### config.mk
export PLATFORM = sky130hd
export DESIGN_NAME = pms_sequencer
export DESIGN_NICKNAME = d
export VERILOG_FILES = /design/src/pkg/pms_pkg.sv /design/src/pkg/pms_evt_if.sv /design/src/hw/pms_edge_det.sv /design/src/hw/pms_conv_timer.sv /design/src/hw/pms_sequencer.sv
export SDC_FILE = /design/constraint.sdc
export NUM_CORES = 1
export LEC_CHECK = 0
export ABC_CLOCK_PERIOD_IN_PS = 2100
export BUFFER_PORTS_ARGS = -buffer_cell sky130_fd_sc_hd__buf_2
export CORE_MARGIN = 2
export CORE_UTILIZATION = 52
export CTS_CLUSTER_SIZE = 16
export DETAILED_ROUTE_END_ITERATION = 10
export PLACE_DENSITY = 0.82
export SLEW_MARGIN = 40
export SYNTH_ARGS = -nofsm -noshare
export SYNTH_HDL_FRONTEND = slang
export SYNTH_SLANG_ARGS = --single-unit
### constraint.sdc
create_clock -name clk_in -period 2.1 [get_ports clk_in]
set_clock_uncertainty 0.15 [all_clocks]
set_input_delay 0.63 -clock clk_in [delete_from_list [all_inputs] [get_ports clk_in]]
set_output_delay 0.63 -clock clk_in [all_outputs]
set_load 0.02 [all_outputs]
### src/pkg/pms_pkg.sv
// Constants, types and mode encodings for the converter power-mode sequencer.
// Assumes a single 200 MHz clock; all pin inputs are synchronous to it.
// Overview of operation
// Normal mode keeps the converter fully powered; no power-up delay applies.
// Reset loads the power-mode field with the normal setting.
// Autoshutdown powers everything down when each conversion finishes.
// Control register contents are kept unchanged through any shutdown.
// Entering autoshutdown puts the track-and-hold in hold for the whole shutdown.
// Autoshutdown wakes on convert-start rising edge: power up, back to track.
// Host should idle convert-start low between conversions for longest shutdown.
// Host waits at least 10 ms after autoshutdown wake before converting; the bench host waits WAIT_CAP, 2000 cycles (10 us).
// Autostandby powers down all but reference and buffer after each conversion.
// Standby holds in hold until convert-start rises, which powers up and tracks.
// Host waits 600 ns (external) or 7 us (internal reference) after standby.
// Writing full shutdown powers all down and holds on the write strobe rise.
// Full shutdown persists until a write changes the power-mode bits.
// Writing normal mode during full shutdown powers up and tracks on that edge.
// Host allows 10 ms after full shutdown before the next convert-start fall; the bench host allows WAIT_CAP, 2000 cycles (10 us).
// Host services a busy-driven DMA request before the next conversion ends.
// Convert-start falling edge starts a conversion and puts track-and-hold in hold.
// Busy is high from convert-start fall until conversion ends, then low.
// Control data is captured on write-strobe rise; mode changes act from there.
// Convert-start edges are ignored while in full shutdown.
package pms_pkg;
	localparam int PMS_CTRL_W = 12;
	localparam int PMS_PM_LOW_POS = 0;
	localparam int PMS_PM_HIGH_POS = 1;
	localparam logic [11:0] PMS_CTRL_RESET = 12'h000;
	localparam logic [1:0] PMS_PM_NORMAL = 2'h0;
	localparam logic [1:0] PMS_PM_AUTO_SHDN = 2'h1;
	localparam logic [1:0] PMS_PM_AUTO_STBY = 2'h2;
	localparam logic [1:0] PMS_PM_FULL_SHDN = 2'h3;
	localparam int PMS_CLK_MHZ = 200;
	localparam int PMS_CONV_NS = 525;
	localparam int PMS_CONV_CYCLES = (PMS_CONV_NS * PMS_CLK_MHZ) / 1000;
	localparam int PMS_CNT_W = 10;
	typedef enum logic [1:0] {
		PMS_PWR_ON,
		PMS_PWR_STANDBY,
		PMS_PWR_SHUTDOWN
	} pms_pwr_e;
endpackage : pms_pkg

### src/pkg/pms_evt_if.sv
// Edge events of the convert-start and write-strobe pins, passed to the sequencer.
// Assumes the detector and sequencer share one clock.
interface pms_evt_if;
	logic cs_fall;
	logic cs_rise;
	logic wr_rise;
	modport det (output cs_fall, output cs_rise, output wr_rise);
	modport seq (input cs_fall, input cs_rise, input wr_rise);
endinterface : pms_evt_if

### src/hw/pms_edge_det.sv
// Edge detector for the active-low convert-start and write strobe pins.
// Assumes pins are synchronous to clk_in; idle level of both is high.
module pms_edge_det
	import pms_pkg::*;
(
	input wire logic clk_in,
	input wire logic rst_b_in,
	input wire logic convert_start_n_in,
	input wire logic wr_n_in,
	pms_evt_if.det evt
);
	logic cs_reg, cs_next, wr_reg, wr_next;

	always_comb
	begin
		cs_next = convert_start_n_in;
		wr_next = wr_n_in;
	end

	always_ff @(posedge clk_in)
	begin
		if (!rst_b_in)
		begin
			// Reload from the pins, so a convert-start idling low through reset
			// gives no false fall, and so no false conversion, on release
			cs_reg <= cs_next;
			wr_reg <= wr_next;
		end
		else
		begin
			cs_reg <= cs_next;
			wr_reg <= wr_next;
		end
	end

	assign evt.cs_fall = cs_reg & ~convert_start_n_in;
	assign evt.cs_rise = ~cs_reg & convert_start_n_in;
	assign evt.wr_rise = ~wr_reg & wr_n_in;
endmodule // pms_edge_det

### src/hw/pms_conv_timer.sv
// Conversion timer: counts a fixed number of cycles after start.
// Assumes start is a one-cycle pulse; a new start restarts the count.
module pms_conv_timer
	import pms_pkg::*;
#(
	parameter int CYCLES = PMS_CONV_CYCLES
)
(
	input wire logic clk_in,
	input wire logic rst_b_in,
	input wire logic start_in,
	output logic busy_out,
	output logic done_out
);
	logic [PMS_CNT_W-1:0] cnt_reg, cnt_next;
	logic busy_reg, busy_next, done_reg, done_next;

	always_comb
	begin
		cnt_next = cnt_reg;
		busy_next = busy_reg;
		done_next = 1'b0;
		if (start_in)
		begin
			cnt_next = PMS_CNT_W'(CYCLES - 1);
			busy_next = 1'b1;
		end
		else if (busy_reg)
		begin
			if (cnt_reg == '0)
			begin
				busy_next = 1'b0;
				done_next = 1'b1;
			end
			else
				cnt_next = cnt_reg - 1'b1;
		end
	end

	always_ff @(posedge clk_in)
	begin
		if (!rst_b_in)
		begin
			cnt_reg <= '0;
			busy_reg <= 1'b0;
			done_reg <= 1'b0;
		end
		else
		begin
			cnt_reg <= cnt_next;
			busy_reg <= busy_next;
			done_reg <= done_next;
		end
	end

	assign busy_out = busy_reg;
	assign done_out = done_reg;
endmodule // pms_conv_timer

### src/hw/pms_sequencer.sv
// Power-mode sequencer: control register, power state and track-and-hold control.
// Assumes host bus writes arrive as a write strobe with data held around its rise.
module pms_sequencer
	import pms_pkg::*;
(
	input wire logic clk_in,
	input wire logic rst_b_in,
	input wire logic convert_start_n_in,
	input wire logic wr_n_in,
	input wire logic [PMS_CTRL_W-1:0] wr_data_in,
	output logic [PMS_CTRL_W-1:0] ctrl_out,
	output logic busy_out,
	output logic conv_done_out,
	output logic analog_on_out,
	output logic ref_on_out,
	output logic track_out
);
	// ************************************************************
	// Edge detection and conversion timing
	// ************************************************************
	pms_evt_if evt ();
	logic conv_start, conv_busy, conv_done;

	pms_edge_det u_det (
		.clk_in(clk_in),
		.rst_b_in(rst_b_in),
		.convert_start_n_in(convert_start_n_in),
		.wr_n_in(wr_n_in),
		.evt(evt)
	);

	pms_conv_timer u_timer (
		.clk_in(clk_in),
		.rst_b_in(rst_b_in),
		.start_in(conv_start),
		.busy_out(conv_busy),
		.done_out(conv_done)
	);

	// ************************************************************
	// Control register and power state
	// ************************************************************
	logic [PMS_CTRL_W-1:0] ctrl_reg, ctrl_next;
	pms_pwr_e pwr_reg, pwr_next;
	logic track_reg, track_next;
	logic [1:0] pm, pm_wr;

	assign pm = {ctrl_reg[PMS_PM_HIGH_POS], ctrl_reg[PMS_PM_LOW_POS]};
	assign pm_wr = {wr_data_in[PMS_PM_HIGH_POS], wr_data_in[PMS_PM_LOW_POS]};
	// No conversions while fully shut down; a write in the same cycle wins, so the
	// timer never starts behind a mode change that the power state has not seen
	assign conv_start = evt.cs_fall && !evt.wr_rise && (pwr_reg == PMS_PWR_ON) &&
		!(pm == PMS_PM_FULL_SHDN);

	always_comb
	begin
		ctrl_next = ctrl_reg;
		pwr_next = pwr_reg;
		track_next = track_reg;
		if (evt.wr_rise)
		begin
			// Register is written only by the host; shutdown never disturbs it
			ctrl_next = wr_data_in;
			case (pm_wr)
				PMS_PM_FULL_SHDN:
				begin
					pwr_next = PMS_PWR_SHUTDOWN;
					track_next = 1'b0;
				end
				PMS_PM_NORMAL:
				begin
					if (pwr_reg != PMS_PWR_ON)
					begin
						pwr_next = PMS_PWR_ON;
						track_next = 1'b1;
					end
				end
				default:
				begin
					// Leaving full shutdown into an auto mode also wakes the part
					if (pm == PMS_PM_FULL_SHDN)
					begin
						pwr_next = PMS_PWR_ON;
						track_next = 1'b1;
					end
				end
			endcase
		end
		else if (pm == PMS_PM_FULL_SHDN)
		begin
			pwr_next = PMS_PWR_SHUTDOWN;
			track_next = 1'b0;
		end
		else if (conv_start)
			track_next = 1'b0;
		else if (conv_done)
		begin
			case (pm)
				PMS_PM_AUTO_SHDN:
				begin
					pwr_next = PMS_PWR_SHUTDOWN;
					track_next = 1'b0;
				end
				PMS_PM_AUTO_STBY:
				begin
					pwr_next = PMS_PWR_STANDBY;
					track_next = 1'b0;
				end
				default:
					track_next = 1'b1;
			endcase
		end
		else if (evt.cs_rise)
		begin
			pwr_next = PMS_PWR_ON;
			track_next = 1'b1;
		end
	end

	always_ff @(posedge clk_in)
	begin
		if (!rst_b_in)
		begin
			ctrl_reg <= PMS_CTRL_RESET;
			pwr_reg <= PMS_PWR_ON;
			// Track-and-hold starts in hold until the first convert-start rise, the end of a normal-mode conversion or a write that wakes the part
			track_reg <= 1'b0;
		end
		else
		begin
			ctrl_reg <= ctrl_next;
			pwr_reg <= pwr_next;
			track_reg <= track_next;
		end
	end

	assign ctrl_out = ctrl_reg;
	assign busy_out = conv_busy;
	assign conv_done_out = conv_done;
	assign analog_on_out = (pwr_reg == PMS_PWR_ON);
	assign ref_on_out = (pwr_reg != PMS_PWR_SHUTDOWN);
	assign track_out = track_reg;
endmodule // pms_sequencer

---- Word level (Yosys, flattened, before mapping) ----
Index checks and enable logic that the tools add are counted.
Widths: inputs -> output; s select.
word-level totals
  input bits .............................. 16
  logic and storage cells ................. 73
  bits in registers ....................... 29
operators by class
  bitwise gates (word level) .............. 9
  $add $sub $neg .......................... 1
  reductions and logical operators ........ 19
  eq/ne operators ......................... 10
  multiplexer cells ....................... 25
operator list
  cell                   number
  $mux 7                 3
  $mux 2                 7
  $mux 1                 12
  $logic_not 10->1       1
  $sub 10x1->10 const B  1
  $pmux 2 s2             2
  $eq 2x2->1 const B     3
  $not 1->1              6
  $ne 5x5->1 const B     1
  $reduce_and 5->1       1
  $reduce_bool 5->1      1
  $logic_not 2->1        2
  $ne 2x2->1 const B     2
  $ne 4x1->1 const B     1
  $reduce_and 2->1       2
  $reduce_bool 2->1      2
  $reduce_bool 4->1      1
  $reduce_or 2->1        2
  $and 1x1->1            3
  $logic_and 1x1->1      3
  $ne 3x2->1 const B     1
  $ne 3x3->1 const B     1
  $reduce_and 3->1       1
  $reduce_or 3->1        1
  other kinds (3)        4

---- Depth between registers and ports, before layout ----
  depth after elaboration ................. 9
  depth in mapped cells ................... 7
  mapped depth without buffers ............ 7

---- By module ----
From an unflattened synthesis, not the netlist that was laid out.
unflattened totals
  cell total of the unflattened synthesis .. 155
  area, all modules ....................... 1,466.4 µm²
modules (own cells, without submodules)
  module          sequential area each (µm²)  cells each  area an instance (µm²)  times used
  pms_sequencer   300.3                       77          769.5                   1
  pms_conv_timer  240.2                       73          635.6                   1
  pms_edge_det    40.0                        5           61.3                    1

---- Least setup slack after synthesis ----
OpenSTA, ideal clock, no wires.
  path kind ............................... input port to flip-flop
  start ................................... input port wr_data_in[0]
  end ..................................... register track_reg (netlist: track_out)
  path buffers ............................ 0
  setup time .............................. 122 ps
  data arrival time ....................... 1,735 ps
  stages .................................. 6
  slack ................................... 93 ps
  cells stage by stage .................... inv_1 > ha_1 > or3b_2 > a21oi_1 > a31oi_1 > o311a_1
on the way
  cells in the longest elaborated chain, start to end .. 3
  elaborated cells on any way between the ends .. 7
  classes of those cells .................. eq/ne: 3; mux: 2; reduce/logical: 2
ends and longest elaborated chain
  item                                                                RTL line              RTL
  from (decl)                                                         pms_sequencer.sv:10   input wire logic [PMS_CTRL_W-1:0] wr_data_in,
  $eq 2x2->1 / $logic_not 2->1 (equally long branches)                pms_sequencer.sv:64   case (pm_wr)
  $ne 4x1->1 (no source line) (tied with other cells)                 --
  $reduce_and 3->1 (no source line) / $mux 1 (equally long branches)  --
  to (signal assigned)                                                pms_sequencer.sv:133  track_reg <= track_next;
  to (decl)                                                           pms_sequencer.sv:45   logic track_reg, track_next;
Several ways; a longest one is shown, not always the timed one.
A chain may end at the register's enable or synchronous reset.

---- Worst setup path in the final report ----
  start ................................... register u_timer.cnt_reg[0]
  end ..................................... register u_timer.cnt_reg[8]
on the way
  cells in the longest elaborated chain, start to end .. 3
  elaborated cells on any way between the ends .. 4
  classes of those cells .................. add/sub: 1; bitwise: 1; reduce/logical: 2
ends and longest elaborated chain
  item                                                   RTL line              RTL
  from (decl)                                            pms_conv_timer.sv:15  logic [PMS_CNT_W-1:0] cnt_reg, cnt_next;
  from (signal assigned)                                 pms_conv_timer.sv:50  cnt_reg <= cnt_next;
  branches (longest 3 deep; another with $sub 10x1->10)  --
Several ways; the timed one is not identified.

==> results by group <==
Floorplan
  – Height of the die: 55.4 microns
  – Total number of placement rows: 18
  – Starting density of the core: 55.0%
  – Number of ports placed on the die boundary: 33
  – Die outline width: 55.4 microns
  – Area of the core: 0.00250 sq mm
  – Total Die Area: 0.00307 sq mm

Route
  – Number of nets with antenna violations after routing: 0
  – DRC errors left: 0
  – Iteration-0 DRC count of the detailed router: 20
  – Average detailed-routed wire length per instance: about 12 microns
  – Length of the first detailed-routing pass in iterations: 4
  – Vias per std cell: 5.23
  – Total wire length: around 2900 microns
  – Total number of vias: 1,198

Timing
  – Slew at the pin with the worst max-slew slack: about 0.5 ns
  – Number of failing setup endpoints in the final timing report: 0
  – Smallest hold slack: between 0.2 and 0.3 ns
  – Slew Limit Fails: 0
  – Post-layout minimum cycle time: 1.89 ns
  – Setup TNS Final: 0 ns
  – Final clock period utilization by the worst path: 90.0%
  – Highest clock rate: roughly 0.53 GHz
  – Relative slew margins: ~67%
  – Final hold violation count: 0
  – Unrepaired setup endpoints after global routing: false

CTS
  – Cts repair resizes: 0
  – Hold-fix buffers at CTS: 0
  – Clock tree from TritonCTS: yes
  – TritonCTS Buffers: 5
  – CTS sink cnt: 29
  – Clock root cell: clkbuf_4
  – Clock latency at the later pin of the worst-skew pair: 0.33 ns
  – Number of buffers added for setup after CTS: 0
  – Worst-path clk slew: 0.09 ns
  – Buffers from clock root to sink, at most: 2
  – Number of levels the H-tree was split into: 2

Global routing
  – Grt peak-use layer: met2
  – Global-route met1 utilization: 24.7%
  – First-pass GRT wire length: 4870 microns
  – Tot GR Track Use: 20.2%
  – Grt total ovfl: 0
  – Number of global-route vias before repair: 1,153
  – Maximum number of pins on one net before global-route repair: 23
  – M2 GR Usage: 31.6%
  – Number of antenna violations at the first check in global routing: 0
  – Met3 demand-to-capacity share in global routing: 7.26%

Yosys
  – Flip-flop and latch count after synthesis: 29
  – Leading post-synthesis cells by instance count: nand2_1 (36), dfxtp_1 (29), a21boi_0 (12), nor2_1 (12), inv_1 (8)
  – Netlist cell types: 39
  – Top-count cell post-synth: nand2_1
  – Top cell type by total area after synthesis: dfxtp_1
  – Sequential share of the synthesized area: between 40% and 50%
  – Number of enable-type register cells in the synthesized netlist: 0
  – Leading post-synthesis cells by cell area: dfxtp_1 (42%), nand2_1 (9.8%), a21boi_0 (6.6%), ha_1 (5.5%), nor2_1 (3.3%)
  – Synthesis Warnings: 0
  – Share of async-settable or async-resettable flops after synthesis: 0%
  – Synth Net Count: 182
  – Synthesized area per cell: 8.59 sq um
  – Gate count of the mapped netlist: 160
  – Portion of synthesized cell area occupied by the leading cell type: 42.3%
  – Top_reg_cell synth: dfxtp_1
  – Cell area after synthesis: between 0.001 and 0.0015 sq mm

Critical path
  – Kind of critical path: reg2reg
  – Data arrival time of the worst path: 1.97 ns
  – Critical-path maximum fanout: 4
  – Req. time, crit path: 2.18 ns
  – Count of cells along the worst register-to-register path: 7
  – CP Capture Type: flop
  – Kind of start point of the critical path: flop

Pwr
  – Lkg Pwr: around 0.7 nW
  – Largest voltage drop on the vdd net: 526 uV
  – PwrDens: 705 mW/mm^2
  – Total power: 1.16 mW

Status
  – Run status: finished clean

Min path
  – Class of the worst hold path: in2reg
  – Hold Path Stages: 1

Placement
  – Buffers on Ports: 32
  – Detailed placer's ending HPWL: ~2100 microns
  – Gp weighted congestion: 0.793

Cells and area
  – Share of cells above drive strength 1: 26.1%
  – Number of flip-flops under the largest register name: 12
  – Diodes inserted: 0
  – Final #Nets: around 220
  – Number of filler instances in the final layout: 211
  – Area growth, synth to finish: 19.7%

Job
  – Max-cap check violation count: 0
worst paths after layout:
check                                        from                               to  slack [ns]
setup / recovery  u_timer.cnt_reg[0]$_SDFFE_PP0P_  u_timer.cnt_reg[8]$_SDFFE_PP0P_        0.21
hold / removal                            wr_n_in             u_det.wr_reg$_DFF_P_        0.27
setup reg to reg  u_timer.cnt_reg[0]$_SDFFE_PP0P_  u_timer.cnt_reg[8]$_SDFFE_PP0P_        0.21
hold reg to reg         ctrl_out[10]$_SDFFE_PN0P_        ctrl_out[10]$_SDFFE_PN0P_        0.31
metrics by stage:
stage | instances | cell area [sq um] | util, % | setup slack, ns
2_1_floorplan | 160 | 1370 | - | 0.0933
3_3_place_gp | 222 | 1590 | 63.6 | -0.0718
3_5_place_dp | 222 | 1590 | 63.6 | -0.112
4_1_cts | 229 | 1640 | 65.8 | 0.193
5_1_grt | 229 | 1640 | 65.8 | 0.00820
6_report | 229 | 1640 | 65.8 | 0.210
logic make-up (layout without fill, tap and decap cells):
kind of cell               Yosys count  in the layout  synth area share, %
and+or+nand+nor                     73             73                 26.7
buffers and inverters               13             52                 3.64
adders and majority gates            6              6                 5.46
AOI/OAI and AO/OA                   32             32                 17.3
DFF                                 29             29                 42.3
muxes                                2              2                 1.46
xor gates and xnor gates             5              5                 3.19
layer usage:
| metal | vias up | share of wire [%] |
|---|---|---|
| li1 | 623 | - |
| met1 | 539 | 46 |
| met2 | 29 | 47 |
| met3 | 7 | 5.1 |
| met4 | 0 | 2.2 |
| met5 | - | 0 |
cell type report:
cell class	count	area [sq um]	area share [%]
clock buffer	7	55.1	3.35
timing repair buffer	37	198	12.0
multi-input combinational	118	743	45.2
tap	30	37.5	2.28
sequential	29	581	35.3
inverter	8	30.0	1.83
critical path: stages (launching register included):
cell and delay [ns]:
dfxtp_1 0.38, inv_1 0.06, ha_1 0.23, nor3b_2 0.20, a2111oi_2 0.45, nand2_1 0.11, xor2_1 0.17, nor2_2 0.04
cells in the final DEF (no fill, tap or decap), drive strengths merged:
cell	count
buf	37
o21a	3
a311oi	1
dfxtp	29
xnor2	2
ha	6
nand4b	1
and4b	1
nor3b	1
a21oi	5
a2111oi	1
xor2	3
a31oi	2
nand2b	5
o22ai	1
and4bb	1
nand3	3
inv	8
a211oi	1
nor2b	2
nand4	2
clkbuf	7
or3	2
a21boi	12
nor3	3
o311a	1
mux2i	2
nor4b	1
o21ai	2
o31a	1
o211ai	2
or3b	2
nor2	13
nand2	36
where the power goes:
| group | total [mW] | internal (mW) | switching [mW] | leakage [nW] |
|---|---|---|---|---|
| clock | 0.339 | 0.158 | 0.181 | 0.0314 |
| combinational | 0.214 | 0.0915 | 0.123 | 0.445 |
| sequential | 0.606 | 0.580 | 0.0260 | 0.237 |
Power figures use the tool's default switching activity.
